$ cat src/i2c_serial_pkg.sv
// Constants, types and register map of the two-wire serial channel
package i2c_serial_pkg;
  // ==========================================================================
  // Register offsets
  localparam logic [2:0] ADDR_SHIFT  = 3'h0;
  localparam logic [2:0] ADDR_MODE   = 3'h1;
  localparam logic [2:0] ADDR_CTRL   = 3'h2;
  localparam logic [2:0] ADDR_STATUS = 3'h3;
  localparam logic [2:0] ADDR_SLAVE  = 3'h4;
  localparam logic [2:0] ADDR_WAIT   = 3'h5;
  // ==========================================================================
  // Field positions
  localparam int MODE_EN         = 7;
  localparam int MODE_WAKE       = 5;
  localparam int MODE_MASTER     = 4;
  localparam int MODE_PINSEL     = 1;
  localparam int MODE_MATCH      = 0;
  localparam int CTRL_BUSY       = 7;
  localparam int CTRL_CLK_LEVEL  = 3;
  localparam int CTRL_STOP_SEL   = 2;
  localparam int CTRL_START_TRIG = 1;
  localparam int CTRL_STOP_TRIG  = 0;
  localparam int STAT_DONE       = 0;
  localparam int STAT_START      = 1;
  localparam int STAT_STOP       = 2;
  localparam int STAT_SCL        = 3;
  localparam int STAT_BUSY       = 4;
  localparam int WAIT_NINE       = 0;
  localparam int WAIT_HOLD       = 1;
  // ==========================================================================
  // Reset values, masks and counts
  localparam logic [7:0] BYTE_RESET = 8'h00;
  localparam logic [7:0] MODE_MASK  = 8'hb2;
  localparam logic [1:0] WAIT_RESET = 2'h3;
  localparam logic [3:0] BITS_EIGHT = 4'h8;
  localparam logic [3:0] BITS_NINE  = 4'h9;
  localparam logic [3:0] LAST_DATA  = 4'h7;
  // ==========================================================================
  // Timing: half period of the generated bus clock
  localparam int unsigned CLK_PERIOD_NS = 5;
  localparam int unsigned SCL_HALF_NS   = 5000;
  localparam int unsigned SCL_HALF_CYC  = (SCL_HALF_NS + CLK_PERIOD_NS - 1) / CLK_PERIOD_NS;
  localparam logic [10:0] HALF_LAST     = 11'(SCL_HALF_CYC - 1);
  // ==========================================================================
  // Types
  typedef enum logic [3:0] {
    ST_IDLE  = 4'b0001,
    ST_ARMED = 4'b0010,
    ST_SHIFT = 4'b0100,
    ST_TAIL  = 4'b1000
  } xfer_state_t;

  typedef struct packed {
    logic [2:0] addr;
    logic [7:0] wdata;
    logic       wr;
    logic       rd;
  } reg_req_t;

  typedef struct packed {
    logic scl;
    logic sda_a;
    logic sda_b;
  } bus_in_t;

  typedef struct packed {
    logic scl_o;
    logic scl_oe_n;
    logic sda_a_o;
    logic sda_a_oe_n;
    logic sda_b_o;
    logic sda_b_oe_n;
  } bus_out_t;
endpackage

$ cat src/i2c_serial_channel_core.sv
// Two-wire serial channel core: master/slave byte shifter with address match
`timescale 1ns/1ps
module i2c_serial_channel_core
  import i2c_serial_pkg::*;
(
  // Clock, reset, enable
  input  wire logic     sys_clk_i,
  input  wire logic     reset_i,
  input  wire logic     clk_en_i,
  // Register port
  input  wire reg_req_t reg_req_i,
  output logic [7:0]    rdata_o,
  // Bus pins
  input  wire bus_in_t  pins_i,
  output bus_out_t      pins_o,
  // Status
  output logic          transfer_done_o,
  output logic          address_match_o
);
  // ==========================================================================
  // Pin synchronisers
  logic [2:0] pin_raw;
  logic [2:0] sync1_q;
  logic [2:0] sync2_q;
  assign pin_raw = {pins_i.scl, pins_i.sda_a, pins_i.sda_b};

  for (genvar g = 0; g < 3; g++) begin : g_sync
    always_ff @(posedge sys_clk_i) begin
      if (reset_i) begin
        sync1_q[g] <= 1'b1;
        sync2_q[g] <= 1'b1;
      end else if (clk_en_i) begin
        sync1_q[g] <= pin_raw[g];
        sync2_q[g] <= sync1_q[g];
      end
    end
  end

  // ==========================================================================
  // Core state
  xfer_state_t state_q, state_d;
  logic [7:0]  shreg_q, shreg_d, sva_q, sva_d, mode_q, mode_d, rdata_q, rdata_d;
  logic [2:0]  ctrl_q, ctrl_d;
  logic [1:0]  wsel_q, wsel_d;
  logic [3:0]  cnt_q, cnt_d;
  logic [10:0] div_q, div_d;
  logic        gen_low_q, gen_low_d, out_q, out_d, hold_q, hold_d, wait_q, wait_d;
  logic        first_q, first_d, done_q, done_d, start_q, start_d, stop_q, stop_d;
  logic        match_q, match_d, scl_prev_q, sda_prev_q;
  logic        scl_low_q, scl_low_d, sda_low_q, sda_low_d;
  logic        en, wake, master, scl_s, sda_s, scl_rise, scl_fall;
  logic        start_edge, stop_edge, active, done_set;
  logic [3:0]  nbits;
  logic [7:0]  shift_in;

  assign en         = mode_q[MODE_EN];
  assign wake       = mode_q[MODE_WAKE];
  assign master     = mode_q[MODE_MASTER];
  assign scl_s      = sync2_q[2];
  assign sda_s      = mode_q[MODE_PINSEL] ? sync2_q[0] : sync2_q[1];
  assign scl_rise   = scl_s & ~scl_prev_q;
  assign scl_fall   = ~scl_s & scl_prev_q;
  assign start_edge = scl_s & scl_prev_q & sda_prev_q & ~sda_s;
  assign stop_edge  = scl_s & scl_prev_q & ~sda_prev_q & sda_s;
  assign nbits      = wsel_q[WAIT_NINE] ? BITS_NINE : BITS_EIGHT;
  assign shift_in   = {shreg_q[6:0], sda_s};
  // In slave mode, wake-up listens without a shift register write
  assign active     = (state_q == ST_SHIFT) || (wake && en && !master);

  always_comb begin
    state_d   = state_q;
    shreg_d   = shreg_q;
    sva_d     = sva_q;
    mode_d    = mode_q;
    ctrl_d    = ctrl_q;
    wsel_d    = wsel_q;
    cnt_d     = cnt_q;
    div_d     = div_q;
    gen_low_d = gen_low_q;
    out_d     = out_q;
    hold_d    = hold_q;
    wait_d    = wait_q;
    first_d   = first_q;
    done_d    = done_q;
    start_d   = start_q;
    stop_d    = stop_q;
    done_set  = 1'b0;
    rdata_d   = 8'h00;
    // Register reads
    if (reg_req_i.rd) begin
      case (reg_req_i.addr)
        ADDR_SHIFT:  rdata_d = shreg_q;
        ADDR_MODE:   rdata_d = mode_q | {7'h00, match_q};
        ADDR_CTRL:   rdata_d = {ctrl_q[2], 3'h0, ctrl_q[1], ctrl_q[0], 2'h0};
        ADDR_STATUS: rdata_d = {3'h0, state_q != ST_IDLE, scl_s & en, stop_q, start_q, done_q};
        ADDR_SLAVE:  rdata_d = sva_q;
        ADDR_WAIT:   rdata_d = {6'h00, wsel_q};
        default:     rdata_d = 8'h00;
      endcase
    end
    // Register writes
    if (reg_req_i.wr) begin
      case (reg_req_i.addr)
        ADDR_SHIFT: begin
          shreg_d = reg_req_i.wdata;
          if (en && state_q == ST_IDLE) begin
            state_d = ST_ARMED;
            wait_d  = 1'b0;
          end
        end
        ADDR_MODE:  mode_d = reg_req_i.wdata & MODE_MASK;
        ADDR_CTRL: begin
          ctrl_d = {reg_req_i.wdata[CTRL_BUSY], reg_req_i.wdata[CTRL_CLK_LEVEL], reg_req_i.wdata[CTRL_STOP_SEL]};
          if (reg_req_i.wdata[CTRL_START_TRIG]) begin
            hold_d  = 1'b1;
            start_d = 1'b1;
          end
          if (reg_req_i.wdata[CTRL_STOP_TRIG]) begin
            hold_d  = 1'b0;
            stop_d  = 1'b1;
            start_d = 1'b0;
          end
        end
        ADDR_STATUS: if (reg_req_i.wdata[STAT_DONE]) done_d = 1'b0;
        ADDR_SLAVE: sva_d = reg_req_i.wdata;
        ADDR_WAIT:  wsel_d = reg_req_i.wdata[1:0];
        default:    ;
      endcase
    end
    // Conditions seen on the bus
    if (start_edge) begin
      start_d = 1'b1;
      stop_d  = 1'b0;
      cnt_d   = 4'h0;
      first_d = 1'b1;
    end
    if (stop_edge) begin
      stop_d  = 1'b1;
      start_d = 1'b0;
      if (ctrl_q[0]) done_set = 1'b1;
    end
    // Shifting
    if (active && scl_rise) begin
      if (cnt_q <= LAST_DATA) shreg_d = shift_in;
      cnt_d = cnt_q + 4'h1;
      if (cnt_q == LAST_DATA && first_q) begin
        first_d = 1'b0;
        if (wake && shift_in == sva_q) done_set = 1'b1;
      end
      if (state_q == ST_SHIFT && cnt_q + 4'h1 == nbits) begin
        if (!wake) done_set = 1'b1;
        if (!master) state_d = ST_TAIL;
      end
    end
    if (state_q == ST_SHIFT && scl_fall) out_d = (cnt_q <= LAST_DATA) ? shreg_q[7] : 1'b1;
    case (state_q)
      ST_IDLE: ;
      ST_ARMED: begin
        if (master || !scl_s) begin
          state_d   = ST_SHIFT;
          out_d     = shreg_q[7];
          cnt_d     = 4'h0;
          div_d     = 11'h000;
          gen_low_d = 1'b1;
          hold_d    = 1'b0;
        end
      end
      ST_SHIFT: begin
        if (master) begin
          div_d = div_q + 11'h001;
          if (gen_low_q) begin
            if (div_q == HALF_LAST) begin
              gen_low_d = 1'b0;
              div_d     = 11'h000;
            end
          end else if (!scl_s) begin
            div_d = 11'h000;
          end else if (div_q == HALF_LAST) begin
            div_d = 11'h000;
            if (cnt_q == nbits) state_d = ST_IDLE;
            else gen_low_d = 1'b1;
          end
        end
      end
      ST_TAIL: begin
        if (scl_fall) begin
          state_d = ST_IDLE;
          if (wsel_q[WAIT_HOLD]) wait_d = 1'b1;
        end
      end
      default: state_d = ST_IDLE;
    endcase
    if (!en) begin
      state_d = ST_IDLE;
      wait_d  = 1'b0;
    end
    if (done_set) done_d = 1'b1;
    // Open-drain drive: only pull low or release
    if (!en) scl_low_d = 1'b0;
    else if (!master) scl_low_d = wait_q;
    else if (state_q == ST_SHIFT) scl_low_d = gen_low_q;
    else scl_low_d = !ctrl_q[1];
    sda_low_d = en && (hold_q || (state_q == ST_SHIFT && !wake && !out_q));
  end

  assign match_d = (shreg_q == sva_q);

  always_ff @(posedge sys_clk_i) begin
    if (reset_i) begin
      state_q    <= ST_IDLE;
      shreg_q    <= BYTE_RESET;
      sva_q      <= BYTE_RESET;
      mode_q     <= BYTE_RESET;
      rdata_q    <= BYTE_RESET;
      ctrl_q     <= 3'h0;
      wsel_q     <= WAIT_RESET;
      cnt_q      <= 4'h0;
      div_q      <= 11'h000;
      gen_low_q  <= 1'b0;
      out_q      <= 1'b1;
      hold_q     <= 1'b0;
      wait_q     <= 1'b0;
      first_q    <= 1'b0;
      done_q     <= 1'b0;
      start_q    <= 1'b0;
      stop_q     <= 1'b0;
      match_q    <= 1'b0;
      scl_prev_q <= 1'b1;
      sda_prev_q <= 1'b1;
      scl_low_q  <= 1'b0;
      sda_low_q  <= 1'b0;
    end else if (clk_en_i) begin
      state_q    <= state_d;
      shreg_q    <= shreg_d;
      sva_q      <= sva_d;
      mode_q     <= mode_d;
      rdata_q    <= rdata_d;
      ctrl_q     <= ctrl_d;
      wsel_q     <= wsel_d;
      cnt_q      <= cnt_d;
      div_q      <= div_d;
      gen_low_q  <= gen_low_d;
      out_q      <= out_d;
      hold_q     <= hold_d;
      wait_q     <= wait_d;
      first_q    <= first_d;
      done_q     <= done_d;
      start_q    <= start_d;
      stop_q     <= stop_d;
      match_q    <= match_d;
      scl_prev_q <= scl_s;
      sda_prev_q <= sda_s;
      scl_low_q  <= scl_low_d;
      sda_low_q  <= sda_low_d;
    end
  end

  // ==========================================================================
  // Outputs
  assign rdata_o           = rdata_q;
  assign transfer_done_o   = done_q;
  assign address_match_o   = match_q;
  assign pins_o.scl_o      = 1'b0;
  assign pins_o.scl_oe_n   = ~scl_low_q;
  assign pins_o.sda_a_o    = 1'b0;
  assign pins_o.sda_a_oe_n = ~(sda_low_q & ~mode_q[MODE_PINSEL]);
  assign pins_o.sda_b_o    = 1'b0;
  assign pins_o.sda_b_oe_n = ~(sda_low_q & mode_q[MODE_PINSEL]);
endmodule // i2c_serial_channel_core

$ cat config.mk
export PLATFORM = sky130hd
export DESIGN_NAME = i2c_serial_channel_core
export DESIGN_NICKNAME = d
export VERILOG_FILES = /design/src/i2c_serial_pkg.sv /design/src/i2c_serial_channel_core.sv
export SDC_FILE = /design/constraint.sdc
export NUM_CORES = 1
export LEC_CHECK = 0
export ABC_AREA = 1
export BUFFER_PORTS_ARGS = -buffer_cell sky130_fd_sc_hd__buf_4
export CAP_MARGIN = 10
export CORE_MARGIN = 2
export CORE_UTILIZATION = 48
export CTS_CLUSTER_DIAMETER = 30
export CTS_CLUSTER_SIZE = 30
export DETAILED_ROUTE_END_ITERATION = 6
export PLACE_DENSITY = 0.69
export SYNTH_ARGS = -nofsm -noshare
export SYNTH_HDL_FRONTEND = slang
export SYNTH_SLANG_ARGS = --single-unit
$ cat constraint.sdc
create_clock -name sys_clk_i -period 1.3 [get_ports sys_clk_i]
set_input_delay 0.065 -clock sys_clk_i [delete_from_list [all_inputs] [get_ports sys_clk_i]]
set_output_delay 0.065 -clock sys_clk_i [all_outputs]
set_load 0.005 [all_outputs]
## Word level (Yosys, flattened, before mapping)

Cells that the tools add are included.
W data, S select, Z words.

- Register bits after elaboration: 71
- Bits of input ports: 19
- Output and inout bits: 16
- Word-level logic and storage cells: 190

- Add/sub/neg operators: 2
- Magnitude comparators: 1
- Equality and inequality tests: 18
- Multiplexer cells: 86
- Bitwise gates (word level): 19
- Reduce and logical (&&, ||, !) cells: 36

Operators with widths:

| kind | count |
|---|---|
| $mux W4 | 18 |
| $mux W11 | 5 |
| $mux W1 | 54 |
| $pmux W8 S6 | 1 |
| $mux W8 | 5 |
| $pmux W11 S2 | 1 |
| $eq A8 B8 Y1 | 2 |
| $pmux W4 S4 | 1 |
| $reduce_and A4 Y1 | 4 |
| $reduce_and A3 Y1 | 4 |
| $add A11 B1 Y11 const B | 1 |
| $eq A11 B10 Y1 const B | 1 |
| $logic_and A1 B1 Y1 | 11 |
| $and A1 B1 Y1 | 10 |
| $reduce_bool A3 Y1 | 3 |
| $eq A4 B3 Y1 const B | 2 |
| $eq A4 B4 Y1 | 2 |
| $not A1 Y1 | 8 |
| $or A8 B1 Y8 | 1 |
| $reduce_bool A2 Y1 | 4 |
| $eq A3 B2 Y1 const B | 2 |
| $eq A3 B3 Y1 const B | 2 |
| $logic_not A1 Y1 | 5 |
| $add A4 B1 Y4 const B | 1 |
| 11 further kinds | 14 |

## Longest topological paths before layout

- Depth in word-level cells: 15
- Gate-level depth with buffers: 12
- Depth with buffers taken out: 12

## Least setup slack after synthesis

OpenSTA, ideal clock, no wires.

- Kind: register to register
- Start point: reg div_q[0]
- End point: reg div_q[8]
- Library setup time: 0.112 ns
- Arrival: 1.312 ns
- Data required time: 1.188 ns
- Path slack: -0.123 ns
- Stages on the path, launching flop included: 13
- Buffers on the path: 0
- Clock period less this slack: 1.423 ns
- Path through: dfxtp_1 > ha_1 > nand2_1 > inv_1 > nand3_1 > nor2_2 > nor2_1 > nand2_1 > nand2_2 > nand2_4 > inv_2 > nand2_1 > nor2_2

- Cells in the longest elaborated chain, start to end: 6
- Elaborated cells between the ends (all ways): 7
- Classes of those cells: add/sub (1); eq/ne (1); mux (5)

RTL lines:

| item | line | source |
|---|---|---|
| from (decl) | i2c_serial_channel_core.sv:46 | `logic [10:0] div_q, div_d;` |
| from (signal assigned) | i2c_serial_channel_core.sv:241 | `div_q <= div_d;` |
| $add A11 B1 Y11 or $eq A11 B10 Y1 (tied branches) | i2c_serial_channel_core.sv:170, i2c_serial_channel_core.sv:172, i2c_serial_channel_core.sv:178 |  |
| $mux W11 (*) | i2c_serial_channel_core.sv:172, i2c_serial_channel_core.sv:178 |  |
| $mux W11 | i2c_serial_channel_core.sv:176 | `end else if (!scl_s) begin` |
| $mux W11 (*) | i2c_serial_channel_core.sv:171 | `if (gen_low_q) begin` |
| $mux W11 (*) | i2c_serial_channel_core.sv:169 | `if (master) begin` |
| $pmux W11 S2 (*) | i2c_serial_channel_core.sv:156 | `case (state_q)` |

Every way passes the cells marked *; elsewhere a longest branch is shown, timed or not. The select of a mux whose other input is x is not followed.
A chain may end at the register's enable or synchronous reset.

## Worst setup path after layout

- Start point: reg state_q[0]
- End point: reg div_q[8]

- Cells in the longest elaborated chain, start to end: 3
- Elaborated cells between the ends (all ways): 7
- Classes of those cells: eq/ne (4); mux (1); reduce/logical (2)

RTL lines:

| item | line | source |
|---|---|---|
| from (decl) | i2c_serial_channel_core.sv:41 | `xfer_state_t state_q, state_d;` |
| from (signal assigned) | i2c_serial_channel_core.sv:233 | `state_q <= state_d;` |
| $eq A4 B2 Y1 or $eq A4 B3 Y1 (tied branches) | i2c_serial_channel_core.sv:156 |  |
| $ne A2 B2 Y1 (no line) or $reduce_bool A2 Y1 (tied branches) | -- |  |
| $reduce_and A4 Y1 (no line) | -- |  |

Several ways; a longest one is shown, not always the timed one.

==> results.sh <==
export IMPL_status="finished, violations left"
export IMPL_violations="negative setup slack"
export IMPL_hpwl_um=8900
export IMPL_finalCritPeriodShare_pct=111
export IMPL_cts_sinks=71
export IMPL_crit_buf_inv=1
export IMPL_ioPinCount=35
export IMPL_max_stage_delay_ps=360
export IMPL_crit_arrival_ps=1700
export IMPL_num_rows=33
export IMPL_die_h_um=94.8
export IMPL_start_kind="flop"
export IMPL_max_freq_mhz=691
export IMPL_worstPathRequired_ps=1550
export IMPL_antenna_violating_nets_post_route=0
export IMPL_ys_seq_elements=71
export IMPL_critPathCaptureType="flop"
export IMPL_critPathTopFamily="simple AND/OR/NAND/NOR gates"
export IMPL_nets=731
export IMPL_root_buffer="clkbuf_8"
export IMPL_maxCapViolCount=0
export IMPL_finalWorstSetupSlack_ps=-148
export IMPL_wl_um=12500
export IMPL_rsz0062_at_grt="yes"
export IMPL_cp_slowest_cell="dfxtp_4"
export IMPL_cp_max_fo=8
export IMPL_clk_pin_slew_ps=80
export IMPL_grt_first_pass_wirelength_um=20300
export IMPL_grt_use_total_pct=29.1
export IMPL_setup_violations=31
export IMPL_htree_levels=3
export IMPL_final_common_cell="nand2_1"
export IMPL_total_power_uw=4750
export IMPL_drtIter0Drc=423
export IMPL_dieArea_um2=9000
export IMPL_n_fill_cell=703
export IMPL_dpl_cell_area_um2=4820
export IMPL_fin_worst_skew_ps=12.9
export IMPL_grt_pass1_vias=4260
export IMPL_yosysSeqAreaShare_pct=35.9
export IMPL_syn2layout_area_growth_pct=36.9
export IMPL_place_gp_congestion=0.952
export IMPL_synthCells=596
export IMPL_yosysWarnings=0
export IMPL_fin_util_pct=67.0
export IMPL_synth_area_um2=3960
export IMPL_p_per_area_nw_per_um2=876
export IMPL_vias_per_cell=5.45
export IMPL_post_route_drc_count=0
export IMPL_wire_per_inst_um=15.2
export IMPL_synth_avg_cell_area_um2=6.65
export IMPL_antenna_found_initial=0
export IMPL_start_util_pct=48.9
export IMPL_grt_max_degree=22
export IMPL_hold_path_class="input pin to flop"
export IMPL_whs_ps=12.0
export IMPL_antenna_cells=0
export IMPL_ir_drop_mv=0.570
export IMPL_core_area_um2=8090
export IMPL_power_leakage_uw=0.00238
export IMPL_io_buffers=31
export IMPL_worstPathCellList="inv_2 > nand2_2 > nor2_2 > nand2_2 > a21oi_4 > nand2_4 > nor2_4 > nand2_1 > nand2_1 > nor2_2"
export IMPL_die_w_um=94.8
export IMPL_crit_type="flop to flop"
export IMPL_vias=4467
export IMPL_stdcell_area_um2=5420
export IMPL_cts_buffers=9
export IMPL_clockBufferDepth=2
export IMPL_cts_tree="done"
export IMPL_grt_overflow=0
export IMPL_drive_gt1_share_pct=29.8
export IMPL_drv_slew=0
export IMPL_drtPass1Iterations=5
export IMPL_min_period_ps=1450
export IMPL_synth_distinct_cells=40
export IMPL_hold_viol=0
export IMPL_clock_latency_ps=350
export IMPL_mostFrequentLayoutCells="nand2_1, buf_4, inv_1, dfxtp_1, a21oi_1"
## metal layers
| layer | track usage (%) | wire, µm | vias to the layer above |
|---|---|---|---|
| met1 | 39.7 | 5510 | 2068 |
| li1 | - | - | 2170 |
| met3 | 4.71 | 936 | 31 |
| met2 | 46.7 | 5710 | 198 |
| met5 | 0 | 0 | - |
| met4 | 9.78 | 296 | 0 |
## area by class of cell
class	count	area [µm²]	share of cell area (%)
multi-input combinational	436	2400	44.2
tap	105	131	2.42
timing repair buffer	118	952	17.6
inverter	74	285	5.26
clock buffer	12	145	2.68
sequential	71	1440	26.6
clock inverter	3	67.6	1.25
## Yosys cell counts
library cell	count	share of area, %
buf_2	2	0.25
a21oi_2	1	0.22
a211oi_1	1	0.19
nor2_2	5	0.79
a21oi_1	54	6.8
clkbuf_1	11	1.0
xnor2_1	5	1.1
o211ai_1	5	0.95
nand3_1	48	6.1
nor2_1	57	5.4
o221ai_1	3	0.66
nor3_1	8	1.0
nor2_4	3	0.85
or2_0	1	0.16
a211oi_2	2	0.63
nand2_4	4	1.1
a22oi_1	2	0.38
o21ai_1	2	0.25
nand4_1	6	0.95
clkinv_1	2	0.19
o21ai_0	43	5.4
inv_4	1	0.16
o21ai_2	1	0.22
xor2_1	8	1.8
dfxtp_1	71	36
a21oi_4	1	0.41
nor3b_2	2	0.63
o22ai_1	8	1.3
ha_1	2	0.63
nand3b_1	3	0.57
nand2_1	148	14
nand2_2	6	0.95
buf_4	4	0.76
nand3_2	1	0.25
inv_1	67	6.3
nor2_8	1	0.51
o2111ai_1	1	0.22
inv_2	4	0.38
nand3_4	1	0.44
conb_1	1	0.095
## power breakdown
part / leakage [µW] / total [µW] / internal (µW) / switching (µW)
registers: 0.000581 / 2260 / 2210 / 41.3
logic: 0.00169 / 523 / 218 / 305
clock network: 0.000103 / 1970 / 1130 / 848
total: 0.00238 / 4750 / 3560 / 1190
## through the flow
stage | setup slack, ps | setup TNS (ps) | instances
2_1_floorplan | -95.0 | -369 | 598
3_3_place_gp | -134 | -1940 | 783
3_5_place_dp | -198 | -3040 | 783
4_1_cts | -140 | -1800 | 814
5_1_grt | -269 | -5680 | 819
6_report | -148 | -2600 | 819
## kinds of logic (layout without fill, tap and decap cells)
logic type / count (synthesis) / after routing / synth area share, %
other: 1 / 3 / 0.0947
adders and majority gates: 2 / 2 / 0.632
buffers and inverters: 91 / 207 / 9.13
AOI/OAI and AO/OA: 124 / 124 / 17.7
xor gates and xnor gates: 13 / 13 / 2.87
and+or+nand+nor: 294 / 294 / 33.7
DFF: 71 / 71 / 35.9
## worst register-to-register path, delay by kind of cell, from the launching register on
kind	cells	cell delay, ps
and+or+nand+nor	8	660
DFF	1	360
AOI/OAI and AO/OA	1	280
buffers and inverters	1	60
## state kept, by name, summed over array words and instances, names as in the netlist, 2 cells and up
name / cells
shreg_q: 8
rdata_o: 8
sync1_q: 3
mode_q: 4
sva_q: 8
cnt_q: 4
state_q: 4
ctrl_q: 3
div_q: 11
wsel_q: 2
sync2_q: 2
## final timing paths
kind | slack, ps | end | cells after the start | start
max | -150 | div_q[8] | 10 | state_q[0]
min | 10 | ctrl_q[0] | 3 | reg_req_i[4]
max reg2reg | -150 | div_q[8] | 10 | state_q[0]
min reg2reg | 470 | rdata_o[3] | 2 | rdata_o[3]
## what timing repair did
| item | 4_1_cts | 5_1_grt |
|---|---|---|
| hold endpoints to repair | 7 | 0 |
| setup buffers | 9 | 5 |
| setup endpoints to repair | 34 | 38 |
| pin swaps | 19 | 5 |
| hold buffers | 7 | 0 |
| resized for setup | 39 | 30 |
Note: power is estimated with default switching activity, not from simulation.
